<file path="src/shared/pfs_pkg.sv">
// Purpose: Constants for the supply fault supervisor timing block
// Assumes: 100 MHz clock, one timebase tick per microsecond
// Notes: Times are kept in their printed units and converted to counts here
package pfs_pkg;
  localparam int unsigned PFS_CLK_MHZ = 100;             // Core clock rate in MHz
  localparam int unsigned PFS_TICK_CYC = PFS_CLK_MHZ;    // Cycles per 1 us tick
  localparam logic [6:0] PFS_TICK_LAST = 7'(PFS_TICK_CYC - 1); // Divider wrap value
  // Debounce times in microseconds
  localparam int unsigned PFS_OV_DEB_US = 6;             // Overvoltage debounce
  localparam int unsigned PFS_UV_FAST_US = 6;            // +/-12V undervoltage debounce
  localparam int unsigned PFS_UV_SLOW_US = 450;          // +5V, 3V3 and aux UV debounce
  // Longer intervals in microseconds (ms figures times 1000)
  localparam int unsigned PFS_BLANK_MS = 64;             // UV blanking after start
  localparam int unsigned PFS_PGOOD_MS = 250;            // Power-good delay
  localparam int unsigned PFS_ONOFF_DLY_US = 2500;       // On/off to fault output delay, 2.5 ms
  localparam int unsigned PFS_ONOFF_DEB_MS = 75;         // On/off minimum level width
  localparam int unsigned PFS_RETRY_MS = 1000;           // Bounce-mode restart wait, 1 s
  localparam int unsigned PFS_SS_MS = 8;                 // Soft-start ramp length
  localparam int unsigned PFS_BLANK_US = PFS_BLANK_MS * 1000;
  localparam int unsigned PFS_PGOOD_US = PFS_PGOOD_MS * 1000;
  localparam int unsigned PFS_ONOFF_DEB_US = PFS_ONOFF_DEB_MS * 1000;
  localparam int unsigned PFS_RETRY_US = PFS_RETRY_MS * 1000;
  localparam int unsigned PFS_SS_US = PFS_SS_MS * 1000;
  // Soft-start: 2.5 V in 39 mV steps gives 64 steps
  localparam int unsigned PFS_SS_STEPS = 64;
  localparam int unsigned PFS_SS_STEP_US = PFS_SS_US / PFS_SS_STEPS; // 125 us a step
  localparam int unsigned PFS_TW = 20;                   // Width of tick counters
  localparam int unsigned PFS_REF_W = 7;                 // Reference code width, 0..64
  localparam logic [6:0] PFS_REF_TOP = 7'(PFS_SS_STEPS); // Code for 2.5 V
  // Supervisor sequence states
  typedef enum logic [2:0] {
    PFS_OFF,      // Converter held off by request
    PFS_START,    // On request seen, waiting for turn-on delay
    PFS_RUN,      // Converter running
    PFS_FAULT,    // Latched fault
    PFS_STOP      // Off request seen, waiting for turn-off delay
  } pfs_state_t;
endpackage

</file>
<file path="src/core/pfs_debounce.sv">
// Purpose: Counts tick enables while an input holds and flags when it held long enough
// Assumes: Input is already synchronised; tick is a one-cycle enable
// Notes: Any drop of the input restarts the count from zero
`timescale 1ns/1ps
`default_nettype none
module pfs_debounce #(
  parameter int unsigned WIDTH = 20,
  parameter int unsigned LIMIT = 6
) (
  input wire logic clock,
  input wire logic rst,
  input wire logic clear,
  input wire logic tick,
  input wire logic level,
  output logic done
);
  // Elaboration check: the limit must be reachable by the counter
  if (LIMIT < 1 || LIMIT >= (1 << WIDTH)) begin
    $error("pfs_debounce: LIMIT out of range");
  end
  localparam logic [WIDTH-1:0] LIM = WIDTH'(LIMIT); // Count that qualifies
  logic [WIDTH-1:0] count; // Ticks the level has held
  wire at_lim = (count == LIM);
  // Count up while held, saturate at the limit; clear or drop restarts
  always_ff @(posedge clock or posedge rst) begin
    if (rst) begin
      count <= '0;
    end else if (clear || !level) begin
      count <= '0;
    end else if (tick && !at_lim) begin
      count <= count + WIDTH'(1);
    end
  end
  assign done = at_lim;
endmodule
`default_nettype wire

</file>
<file path="src/core/pfs_supervisor.sv">
// Purpose: Fault debounce, blanking, power-good delay, on/off handling and soft-start
// Assumes: Comparator and pin inputs are asynchronous; 100 MHz clock
// Notes: Open-drain main fault output is given as drive and enable
// Functional notes
// [RULE1] Main OV must persist 6 us to latch
// [RULE2] Main UV debounce: 6 us or 450 us
// [RULE3] Aux OV held 6 us latches aux fault
// [RULE4] Aux UV held 450 us latches aux fault
// [RULE5] Aux UV blanked 64 ms after supply start
// [RULE6] Main UV blanked 64 ms after mains sense
// [RULE7] Power-good rises 250 ms after rails good
// [RULE8] On/off change reaches fault output after 2.5 ms
// [RULE9] On/off level must hold 75 ms
// [RULE10] Reference ramps 0 to 2.5 V in 8 ms
// [RULE11] Main fault released high, sinks when running
// [RULE12] Aux fault drives high on aux overvoltage
// [RULE13] UV fault latches or retries after 1 s
// [RULE14] All timers share one tick, reset at undervoltage
// [RULE15] Low on/off means run, high means off
`timescale 1ns/1ps
`default_nettype none
module pfs_supervisor
  import pfs_pkg::*;
#(
  parameter int unsigned OV_DEB_US = PFS_OV_DEB_US,
  parameter int unsigned UV_FAST_US = PFS_UV_FAST_US,
  parameter int unsigned UV_SLOW_US = PFS_UV_SLOW_US,
  parameter int unsigned BLANK_US = PFS_BLANK_US,
  parameter int unsigned PGOOD_US = PFS_PGOOD_US,
  parameter int unsigned ONOFF_DLY_US = PFS_ONOFF_DLY_US,
  parameter int unsigned ONOFF_DEB_US = PFS_ONOFF_DEB_US,
  parameter int unsigned RETRY_US = PFS_RETRY_US,
  parameter int unsigned SS_STEP_US = PFS_SS_STEP_US
) (
  input wire logic clock,
  input wire logic rst,
  input wire logic supply_ok_in,        // Supply above turn-on threshold
  input wire logic mains_sense_in,      // Mains present
  input wire logic main_ov_in,          // Any main rail overvoltage
  input wire logic uv_12_in,            // +/-12V rail undervoltage
  input wire logic uv_5_3v3_in,         // +5V or 3V3 rail undervoltage
  input wire logic aux_ov_in,           // Auxiliary overvoltage
  input wire logic aux_uv_in,           // Auxiliary undervoltage
  input wire logic remote_on_n,         // On/off request, low runs
  input wire logic bounce_mode,         // 1: retry after 1 s, 0: latch UV
  output logic main_fault_out,          // Open-drain level, always 0 when driven
  output logic main_fault_oe,           // High while sinking
  output logic aux_fault_out,           // Crowbar drive
  output logic power_good_out,          // Power good
  output logic [PFS_REF_W-1:0] ss_ref   // Reference code, 64 is 2.5 V
);
  // Elaboration checks: blanking, power-good, retry and on/off intervals must fit the tick counters, and the on/off
  // delay may not pass the retry wait, because both run on one saturating counter
  if (BLANK_US >= (1 << PFS_TW) || PGOOD_US >= (1 << PFS_TW) || RETRY_US >= (1 << PFS_TW) ||
      ONOFF_DEB_US >= (1 << PFS_TW) || ONOFF_DLY_US > RETRY_US) begin
    $error("pfs_supervisor: interval too long for counters");
  end
  if (SS_STEP_US < 1 || ONOFF_DLY_US < 1) begin
    $error("pfs_supervisor: zero interval");
  end

  // Two-flop synchronisers for all asynchronous inputs
  // The mode strap is synchronised too, so a strap that moves late cannot split a decision
  // Stages reset low; the on/off debounce hides the run request that this implies
  localparam int unsigned NS = 9;
  logic [NS-1:0] sync_a; // First stage, read only by second stage
  logic [NS-1:0] sync_b; // Safe, synchronised copy
  wire [NS-1:0] raw = {bounce_mode, supply_ok_in, mains_sense_in, main_ov_in, uv_12_in,
                       uv_5_3v3_in, aux_ov_in, aux_uv_in, remote_on_n};
  always_ff @(posedge clock or posedge rst) begin
    if (rst) begin
      sync_a <= '0;
      sync_b <= '0;
    end else begin
      sync_a <= raw;
      sync_b <= sync_a;
    end
  end
  wire s_mode = sync_b[8];
  wire s_vdd = sync_b[7];
  wire s_mains = sync_b[6];
  wire s_mov = sync_b[5];
  wire s_uv12 = sync_b[4];
  wire s_uv5 = sync_b[3];
  wire s_aov = sync_b[2];
  wire s_auv = sync_b[1];
  wire s_onn = sync_b[0];

  // Timers are cleared while the supply is below its turn-on level
  // Holding everything in clear gives a clean start when the supply returns
  wire clr = !s_vdd; // [RULE14]

  // One microsecond timebase enable
  // Every interval counts this enable, so each is quantised to one tick
  // The divider restarts with the supply, so the first tick comes a full tick later
  logic [6:0] div; // Cycle divider
  wire tick = (div == PFS_TICK_LAST);
  always_ff @(posedge clock or posedge rst) begin
    if (rst) begin
      div <= '0;
    end else if (clr || tick) begin
      div <= '0; // [RULE14]
    end else begin
      div <= div + 7'(1);
    end
  end

  // Saturating up-counter step used by interval timers
  // Saturation keeps a finished timer at its limit instead of wrapping to zero
  function automatic logic [PFS_TW-1:0] step(input logic [PFS_TW-1:0] c, input logic t,
                                             input logic [PFS_TW-1:0] lim);
    step = (t && c != lim) ? c + PFS_TW'(1) : c;
  endfunction

  // Debouncers; each qualifies a persistent condition
  // Resolution is one tick: a level qualifies after LIMIT-1 to LIMIT ticks of hold,
  // which keeps the shortest accepted pulse inside the allowed window
  // Aux UV counting is gated by its blanking, so a start-up sag never reaches the latch
  logic ov_ok, uv12_ok, uv5_ok, aov_ok, auv_ok, on_stable_ok;
  logic aux_armed, main_armed;
  pfs_debounce #(.WIDTH(PFS_TW), .LIMIT(OV_DEB_US)) u_mov (
    .clock(clock), .rst(rst), .clear(clr), .tick(tick), .level(s_mov), .done(ov_ok)); // [RULE1]
  pfs_debounce #(.WIDTH(PFS_TW), .LIMIT(UV_FAST_US)) u_uv12 (
    .clock(clock), .rst(rst), .clear(clr), .tick(tick), .level(s_uv12), .done(uv12_ok)); // [RULE2]
  pfs_debounce #(.WIDTH(PFS_TW), .LIMIT(UV_SLOW_US)) u_uv5 (
    .clock(clock), .rst(rst), .clear(clr), .tick(tick), .level(s_uv5), .done(uv5_ok)); // [RULE2]
  pfs_debounce #(.WIDTH(PFS_TW), .LIMIT(OV_DEB_US)) u_aov (
    .clock(clock), .rst(rst), .clear(clr), .tick(tick), .level(s_aov), .done(aov_ok)); // [RULE3]
  pfs_debounce #(.WIDTH(PFS_TW), .LIMIT(UV_SLOW_US)) u_auv (
    .clock(clock), .rst(rst), .clear(clr), .tick(tick), .level(s_auv && aux_armed),
    .done(auv_ok)); // [RULE4]

  // Aux UV blanking from supply start
  // Counts from the supply turn-on and stays armed until the supply drops again
  logic [PFS_TW-1:0] aux_blank; // Ticks since supply start
  localparam logic [PFS_TW-1:0] BLANK_LIM = PFS_TW'(BLANK_US);
  always_ff @(posedge clock or posedge rst) begin
    if (rst) aux_blank <= '0;
    else if (clr) aux_blank <= '0;
    else aux_blank <= step(aux_blank, tick, BLANK_LIM); // [RULE5]
  end
  assign aux_armed = (aux_blank == BLANK_LIM); // [RULE5]

  // Main UV blanking from mains sense going high
  // A mains dip restarts the blanking: main UV is hidden for a full interval again,
  // traded against false trips while the rails recover
  logic [PFS_TW-1:0] main_blank; // Ticks since mains present
  always_ff @(posedge clock or posedge rst) begin
    if (rst) main_blank <= '0;
    else if (clr || !s_mains) main_blank <= '0;
    else main_blank <= step(main_blank, tick, BLANK_LIM); // [RULE6]
  end
  assign main_armed = (main_blank == BLANK_LIM); // [RULE6]

  // Aux fault latches: a debounced OV or UV holds the output high until restart
  // The output carries crowbar current, so it must not chatter once set
  // Clear wins over a fault in the same cycle; it only comes with the supply going away
  logic aux_ov_latch, aux_uv_latch;
  always_ff @(posedge clock or posedge rst) begin
    if (rst) begin
      aux_ov_latch <= 1'b0;
      aux_uv_latch <= 1'b0;
    end else if (clr) begin
      aux_ov_latch <= 1'b0; // Latch released only by restart
      aux_uv_latch <= 1'b0;
    end else begin
      if (aov_ok) aux_ov_latch <= 1'b1; // [RULE3]
      if (auv_ok) aux_uv_latch <= 1'b1; // [RULE4]
    end
  end
  assign aux_fault_out = aux_ov_latch || aux_uv_latch; // [RULE4] [RULE12]

  // On/off debounce: a level must hold 75 ms to be accepted
  // The count runs only while the pin differs from the accepted level;
  // any return to the accepted level throws the partial count away
  logic on_req;   // Accepted level, 1 means run
  logic [PFS_TW-1:0] on_cnt; // Ticks the candidate level has held
  localparam logic [PFS_TW-1:0] DEB_LIM = PFS_TW'(ONOFF_DEB_US);
  wire on_raw = !s_onn; // [RULE15]
  wire on_diff = (on_raw != on_req);
  always_ff @(posedge clock or posedge rst) begin
    if (rst) begin
      on_cnt <= '0;
      on_req <= 1'b0;
    end else if (clr) begin
      on_cnt <= '0;
      on_req <= 1'b0;
    end else if (!on_diff) begin
      on_cnt <= '0; // Short pulse rejected [RULE9]
    end else if (on_cnt == DEB_LIM) begin
      on_req <= on_raw; // [RULE9]
      on_cnt <= '0;
    end else begin
      on_cnt <= step(on_cnt, tick, DEB_LIM);
    end
  end
  assign on_stable_ok = !on_diff;

  // Sequence: on/off delay, run, fault and retry
  // OFF waits for an accepted run request, START times the turn-on delay,
  // RUN watches the debounced faults, STOP times the turn-off delay,
  // FAULT holds the converter off until an off request or a UV retry
  // An OV fault never retries; only an undervoltage may bounce
  pfs_state_t state, next_state;
  logic [PFS_TW-1:0] seq_cnt; // Shared delay counter for the sequence
  localparam logic [PFS_TW-1:0] DLY_LIM = PFS_TW'(ONOFF_DLY_US);
  localparam logic [PFS_TW-1:0] RETRY_LIM = PFS_TW'(RETRY_US);
  wire main_uv = (uv12_ok || uv5_ok) && main_armed; // [RULE6]
  wire uv_fault = main_uv;                          // [RULE2]
  wire dly_done = (seq_cnt == DLY_LIM);
  wire retry_done = (seq_cnt == RETRY_LIM);
  logic uv_cause; // Fault came from undervoltage
  always_comb begin
    next_state = state;
    case (state)
      PFS_OFF: if (on_req && on_stable_ok) next_state = PFS_START;
      PFS_START: if (!on_req) next_state = PFS_OFF;
                 else if (dly_done) next_state = PFS_RUN; // [RULE8]
      PFS_RUN: if (ov_ok || uv_fault) next_state = PFS_FAULT; // [RULE1]
               else if (!on_req) next_state = PFS_STOP;
      PFS_STOP: if (on_req) next_state = PFS_RUN;
                else if (dly_done) next_state = PFS_OFF; // [RULE8]
      PFS_FAULT: if (!on_req) next_state = PFS_STOP;
                 else if (s_mode && uv_cause && retry_done) next_state = PFS_START; // [RULE13]
      default: next_state = PFS_OFF;
    endcase
  end
  // State register and its delay counter, restarted on every state change
  // One counter serves both delays and the retry wait, as only one runs at a time
  always_ff @(posedge clock or posedge rst) begin
    if (rst) begin
      state <= PFS_OFF;
      seq_cnt <= '0;
      uv_cause <= 1'b0;
    end else if (clr) begin
      state <= PFS_OFF; // [RULE14]
      seq_cnt <= '0;
      uv_cause <= 1'b0;
    end else begin
      state <= next_state;
      seq_cnt <= (next_state != state) ? '0 : step(seq_cnt, tick, RETRY_LIM);
      if (state == PFS_RUN && next_state == PFS_FAULT) uv_cause <= !ov_ok; // [RULE13]
    end
  end

  // Main fault sinks in RUN and through the STOP turn-off delay; released otherwise
  // The enable is registered so the pin never glitches on a state decode
  wire running = (state == PFS_RUN) || (state == PFS_STOP);
  logic mf_sink; // Registered drive enable
  always_ff @(posedge clock or posedge rst) begin
    if (rst) mf_sink <= 1'b0;
    else mf_sink <= running; // [RULE11]
  end
  assign main_fault_out = 1'b0;
  assign main_fault_oe = mf_sink; // [RULE11]

  // Power good after rails good for the delay; a main fault drops it at once, an aux fault leaves it
  // Raw rail flags are used here, so a short sag restarts the whole delay
  logic [PFS_TW-1:0] pg_cnt; // Ticks since main rails good
  logic pg;
  localparam logic [PFS_TW-1:0] PG_LIM = PFS_TW'(PGOOD_US);
  wire rails_good = (state == PFS_RUN) && !s_uv12 && !s_uv5;
  always_ff @(posedge clock or posedge rst) begin
    if (rst) begin
      pg_cnt <= '0;
      pg <= 1'b0;
    end else if (clr || !rails_good) begin
      pg_cnt <= '0;
      pg <= 1'b0; // [RULE7]
    end else begin
      pg_cnt <= step(pg_cnt, tick, PG_LIM);
      pg <= (pg_cnt == PG_LIM); // [RULE7]
    end
  end
  assign power_good_out = pg;

  // Soft-start ramp: one 39 mV step each 125 us while running
  // The code stops at its top value; leaving the run states drops it to zero,
  // so every restart ramps from the bottom again
  logic [PFS_REF_W-1:0] ref_code;
  logic [PFS_TW-1:0] ss_cnt; // Ticks within the current step
  localparam logic [PFS_TW-1:0] SS_LIM = PFS_TW'(SS_STEP_US - 1);
  wire ss_step = tick && (ss_cnt == SS_LIM);
  always_ff @(posedge clock or posedge rst) begin
    if (rst) begin
      ref_code <= '0;
      ss_cnt <= '0;
    end else if (clr || !running) begin
      ref_code <= '0; // Ramp restarts on every start
      ss_cnt <= '0;
    end else if (tick && ref_code != PFS_REF_TOP) begin
      ss_cnt <= ss_step ? '0 : ss_cnt + PFS_TW'(1);
      if (ss_step) ref_code <= ref_code + PFS_REF_W'(1); // [RULE10]
    end
  end
  assign ss_ref = ref_code;
endmodule
`default_nettype wire

</file>
<file path="config.mk">
export PLATFORM = sky130hd
export DESIGN_NAME = pfs_supervisor
export DESIGN_NICKNAME = d
export VERILOG_FILES = /design/src/shared/pfs_pkg.sv /design/src/core/pfs_debounce.sv /design/src/core/pfs_supervisor.sv
export SDC_FILE = /design/constraint.sdc
export NUM_CORES = 1
export LEC_CHECK = 0
export BUFFER_PORTS_ARGS = -buffer_cell sky130_fd_sc_hd__clkbuf_2
export CAP_MARGIN = 25
export CORE_ASPECT_RATIO = 0.7
export CORE_UTILIZATION = 57
export DETAILED_ROUTE_END_ITERATION = 12
export HOLD_SLACK_MARGIN = 0.02
export PLACE_DENSITY = 0.76
export SYNTH_ARGS = -nofsm -noshare
export SYNTH_HDL_FRONTEND = slang
export SYNTH_HIERARCHICAL = 1
export SYNTH_SLANG_ARGS = --single-unit
</file>
<file path="constraint.sdc">
create_clock -name clock -period 4.58 [get_ports clock]
set_input_delay 0.458 -clock clock [delete_from_list [all_inputs] [get_ports clock]]
set_output_delay 0.458 -clock clock [all_outputs]
set_load 0.03 [all_outputs]
</file>
==> results.yml <==
yosys:
  seq_area_frac_synth_pct: 47.01
  synthArstFlopShare_pct: 100.0
  yosysTopAreaCellShare_pct: 47.01
  ys.flop_type: "dfrtp_1"
  synth_area_per_cell_um2: 9.549
  ys_warn_count: 6
  synth_nets: 1492
  synthDistinctLibCells: 73
  synth.area.top_cells: "dfrtp_1, xor2_1, nor2_1, nand2_1, xnor2_1"
  syn-cell-area_mm2: 0.01389
  ys_ff_latch: 261
  synthCells: 1455
  synth_edf_count: 0
  yosysTopAreaCell: "dfrtp_1"
worst_hold_path:
  hold_depth: 1
  hold_path.class: "input port to flip-flop"
place:
  place_congestion: 0.8603
  place.port_buffers: 20
  place_area_mm2: 0.01422
  hpwl_um: 19960
worst_setup_path:
  path_buf_inv: 2
  criticalPathCategory: "flip-flop to flip-flop"
  reg2regPathDepth: 9
  critical_path_required_ns: 5.01
  crit_family: "simple AND/OR/NAND/NOR gates"
  cp.depth: 9
  endpoint_kind: "flip-flop"
  worstPathArrival_ns: 3.80
  cp-start-kind: "flip-flop"
  max_stage_delay_ns: 0.76
  crit_chain: "ha_1 -> nor4bb_1 -> buf_4 -> nand2_1 -> inv_2 -> and4_1 -> nand3_1 -> or4_1 -> a21oi_1"
  crit_slowest_cell: "inv_2"
  path_max_fanout: 49
layout:
  nFillCells: 1909
  seqCellArea_mm2: 0.006531
  fin_util_pct: 64.50
  fin_nets: 1506
  antenna_cells: 0
  multi_input_area_mm2: 0.006953
  layout-drive-gt1-share_pct: 9.805
  finalInstanceArea_mm2: 0.01532
  syn2layout_area_growth_pct: 10.30
clock_network:
  cts_htree_levels: 1
  clk_pin_slew_ns: 0.06
  cts_sinks: 261
  cts_buffers: 26
  worst_skew_pair.late_latency_ns: 0.53
  clockBufferDepth: 3
  cts-resized-gates: 0
  cts-root-buf: "clkbuf_16"
  cts_tree: "done"
floorplan:
  pin_count: 22
  num_rows: 47
  fp.dieH_um: 132.6
  dieWidth_um: 188.6
  initial_core_util_pct: 58.48
  die_area_mm2: 0.02501
  core_mm2: 0.02376
sta:
  fmax_mhz: 296.9
  min_period_ns: 3.368
  fin_crit_sh_pct: 73.53
  worstMarginPinSlew_ns: 0.8660
  hold_ws_ns: 0.04344
  finalClockSkew_ns: 0.01622
  slew_viol_final: 0
  rsz0062_at_grt: "false"
  setup_tns_ns: 0
  hold_viol: 0
  setup_viol: 0
  relSlewSlack_pct: 41.92
global_route:
  grt_pass1_vias: 10329
  grt_pass1_wl_um: 51360
  grt_usage_pct: 24.49
  grt-ovfl-total: 0
  grt_start_max_net_pins: 50
  antenna_found_initial: 0
route:
  avgRoutedWirePerCell_um: 16.28
  drcViolationCount: 0
  drt-total-wl_um: 29420
  initialDrtViolationCount: 885
  vias_per_cell: 5.980
  vias: 10805
  drt_pass1_iterations: 5
  drtAntennaViolNets: 0
run_status:
  status: "finished, final reports clean"
pwr:
  p_total_mw: 4.966
  cellLeakagePower_nw: 6.277
  power_density_mw_per_mm2: 324.1
  vdd_drop_max_mv: 0.3177
flow_run:
  cap_viol_max_count: 0
-- Yosys cell counts (4+ instances only) --
cell and instances:
clkbuf_1 28, nor2_1 173, ha_1 26, mux2i_1 11, nor3_1 24, nor4bb_1 4, nand2b_1 15, or3_1 35
nand2_1 121, dfrtp_1 261, nor4b_1 10, o31ai_1 8, nand3_1 76, buf_2 9, nor3b_1 7, or3_2 9
and3_1 32, and4_2 5, o211a_1 5, a21oi_1 54, nor4_1 28, a31oi_1 6, and2_1 17, nor2_2 20
inv_1 46, o211ai_1 7, buf_6 5, and4_1 35, or4_1 10, xor2_1 100, o21ai_0 60, xnor2_1 51
a211oi_1 7, nor2b_1 8, buf_1 5, nand4_1 69
-- state kept, by name, indices dropped and copies added, names as in the netlist, 3 cells and up --
signal / flops
pg_cnt: 20
div: 7
u_aov/count: 20
main_blank: 20
aux_blank: 20
ss_cnt: 20
on_cnt: 20
u_auv/count: 20
state: 3
u_uv12/count: 20
u_mov/count: 20
ss_ref: 7
sync_a: 9
u_uv5/count: 20
sync_b: 9
seq_cnt: 20
-- metal layers --
layer  routed length (µm)  up-vias  track usage, %
li1                     -     5217               -
met1                14990     5326           38.92
met2                12650      230           35.70
met3                 1334       32           3.210
met4                  435        0           4.884
met5                    0        -               0
-- path summary, 6_finish.rpt --
path                            slack [ns]                to  startpoint
worst max-delay path                  1.21  u_uv12/count[19]      div[0]
worst min-delay path                  0.04         sync_a[2]   aux_ov_in
worst max register to register        1.21  u_uv12/count[19]      div[0]
worst min register to register        0.35         sync_b[6]   sync_a[6]
max in group asynchronous             3.33         ss_ref[2]         rst
min in group asynchronous             0.21      aux_ov_latch         rst
-- power breakdown --
part / switching, mW / internal (mW)
logic: 0.0831 / 0.0174
clock network: 0.925 / 1.62
registers: 0.00748 / 2.32
-- what timing repair did --
action / in CTS / in global routing
hold endpoints to repair: 6 / 0
hold buffers: 6 / 0
buffers inserted: 0 / 0
-- worst reg2reg max path: stages (launching register included) --
cell	delay [ns]
dfrtp_1	0.37
ha_1	0.21
nor4bb_1	0.29
buf_4	0.19
nand2_1	0.30
inv_2	0.76
and4_1	0.41
nand3_1	0.16
or4_1	0.42
a21oi_1	0.17
-- kinds of logic (layout without fill, tap and decap cells) --
group	after synthesis	after routing	synth area share [%]
simple gates	731	731	29.23
flops	261	261	47.01
compound gates	179	179	8.132
xor+xnor	151	151	9.519
buf+inv	95	129	2.945
fa+ha+maj	26	26	2.341
mux	11	11	0.7925
other cells	1	1	0.02699
-- per-stage QoR --
| stage | setup WS [ns] | std cells |
|---|---|---|
| global route | 0.9796 | 1807 |
| floorplan | 1.995 | 1455 |
| global placement | 1.438 | 1753 |
| finish | 1.212 | 1807 |
| detailed placement | 1.298 | 1753 |
| CTS | 1.257 | 1807 |
-- layout by cell type (no fill, tap or decap), types with 7 or more instances in the layout --
cell,count
nand2_1,121
a21oi_1,54
or3_1,35
clkbuf_16,27
clkbuf_2,20
nor2_1,173
mux2i_1,11
dfrtp_1,261
nor2b_1,8
o21ai_0,60
nand3_1,76
and3_1,32
and2_1,17
or3_2,9
buf_4,8
a211oi_1,7
ha_1,26
xor2_1,100
and4_1,35
or4_1,10
nor4b_1,10
o211ai_1,7
nand4_1,69
xnor2_1,51
bufinv_16,9
nor3_1,24
nand2b_1,15
nor2_2,20
o31ai_1,8
nor4_1,28
inv_1,44
nor3b_1,7
-- layout make-up --
| cell class | instances | share of cell area (%) |
|---|---|---|
| clock buffers | 30 | 4.613 |
| clock inverters | 18 | 2.188 |
| inverters | 47 | 1.176 |
| multi-input cells | 1099 | 45.37 |
| flip-flops and latches | 261 | 42.62 |
| well taps | 318 | 2.596 |
| repair buffers | 34 | 1.437 |
Note: power is estimated with default switching activity, not from simulation.
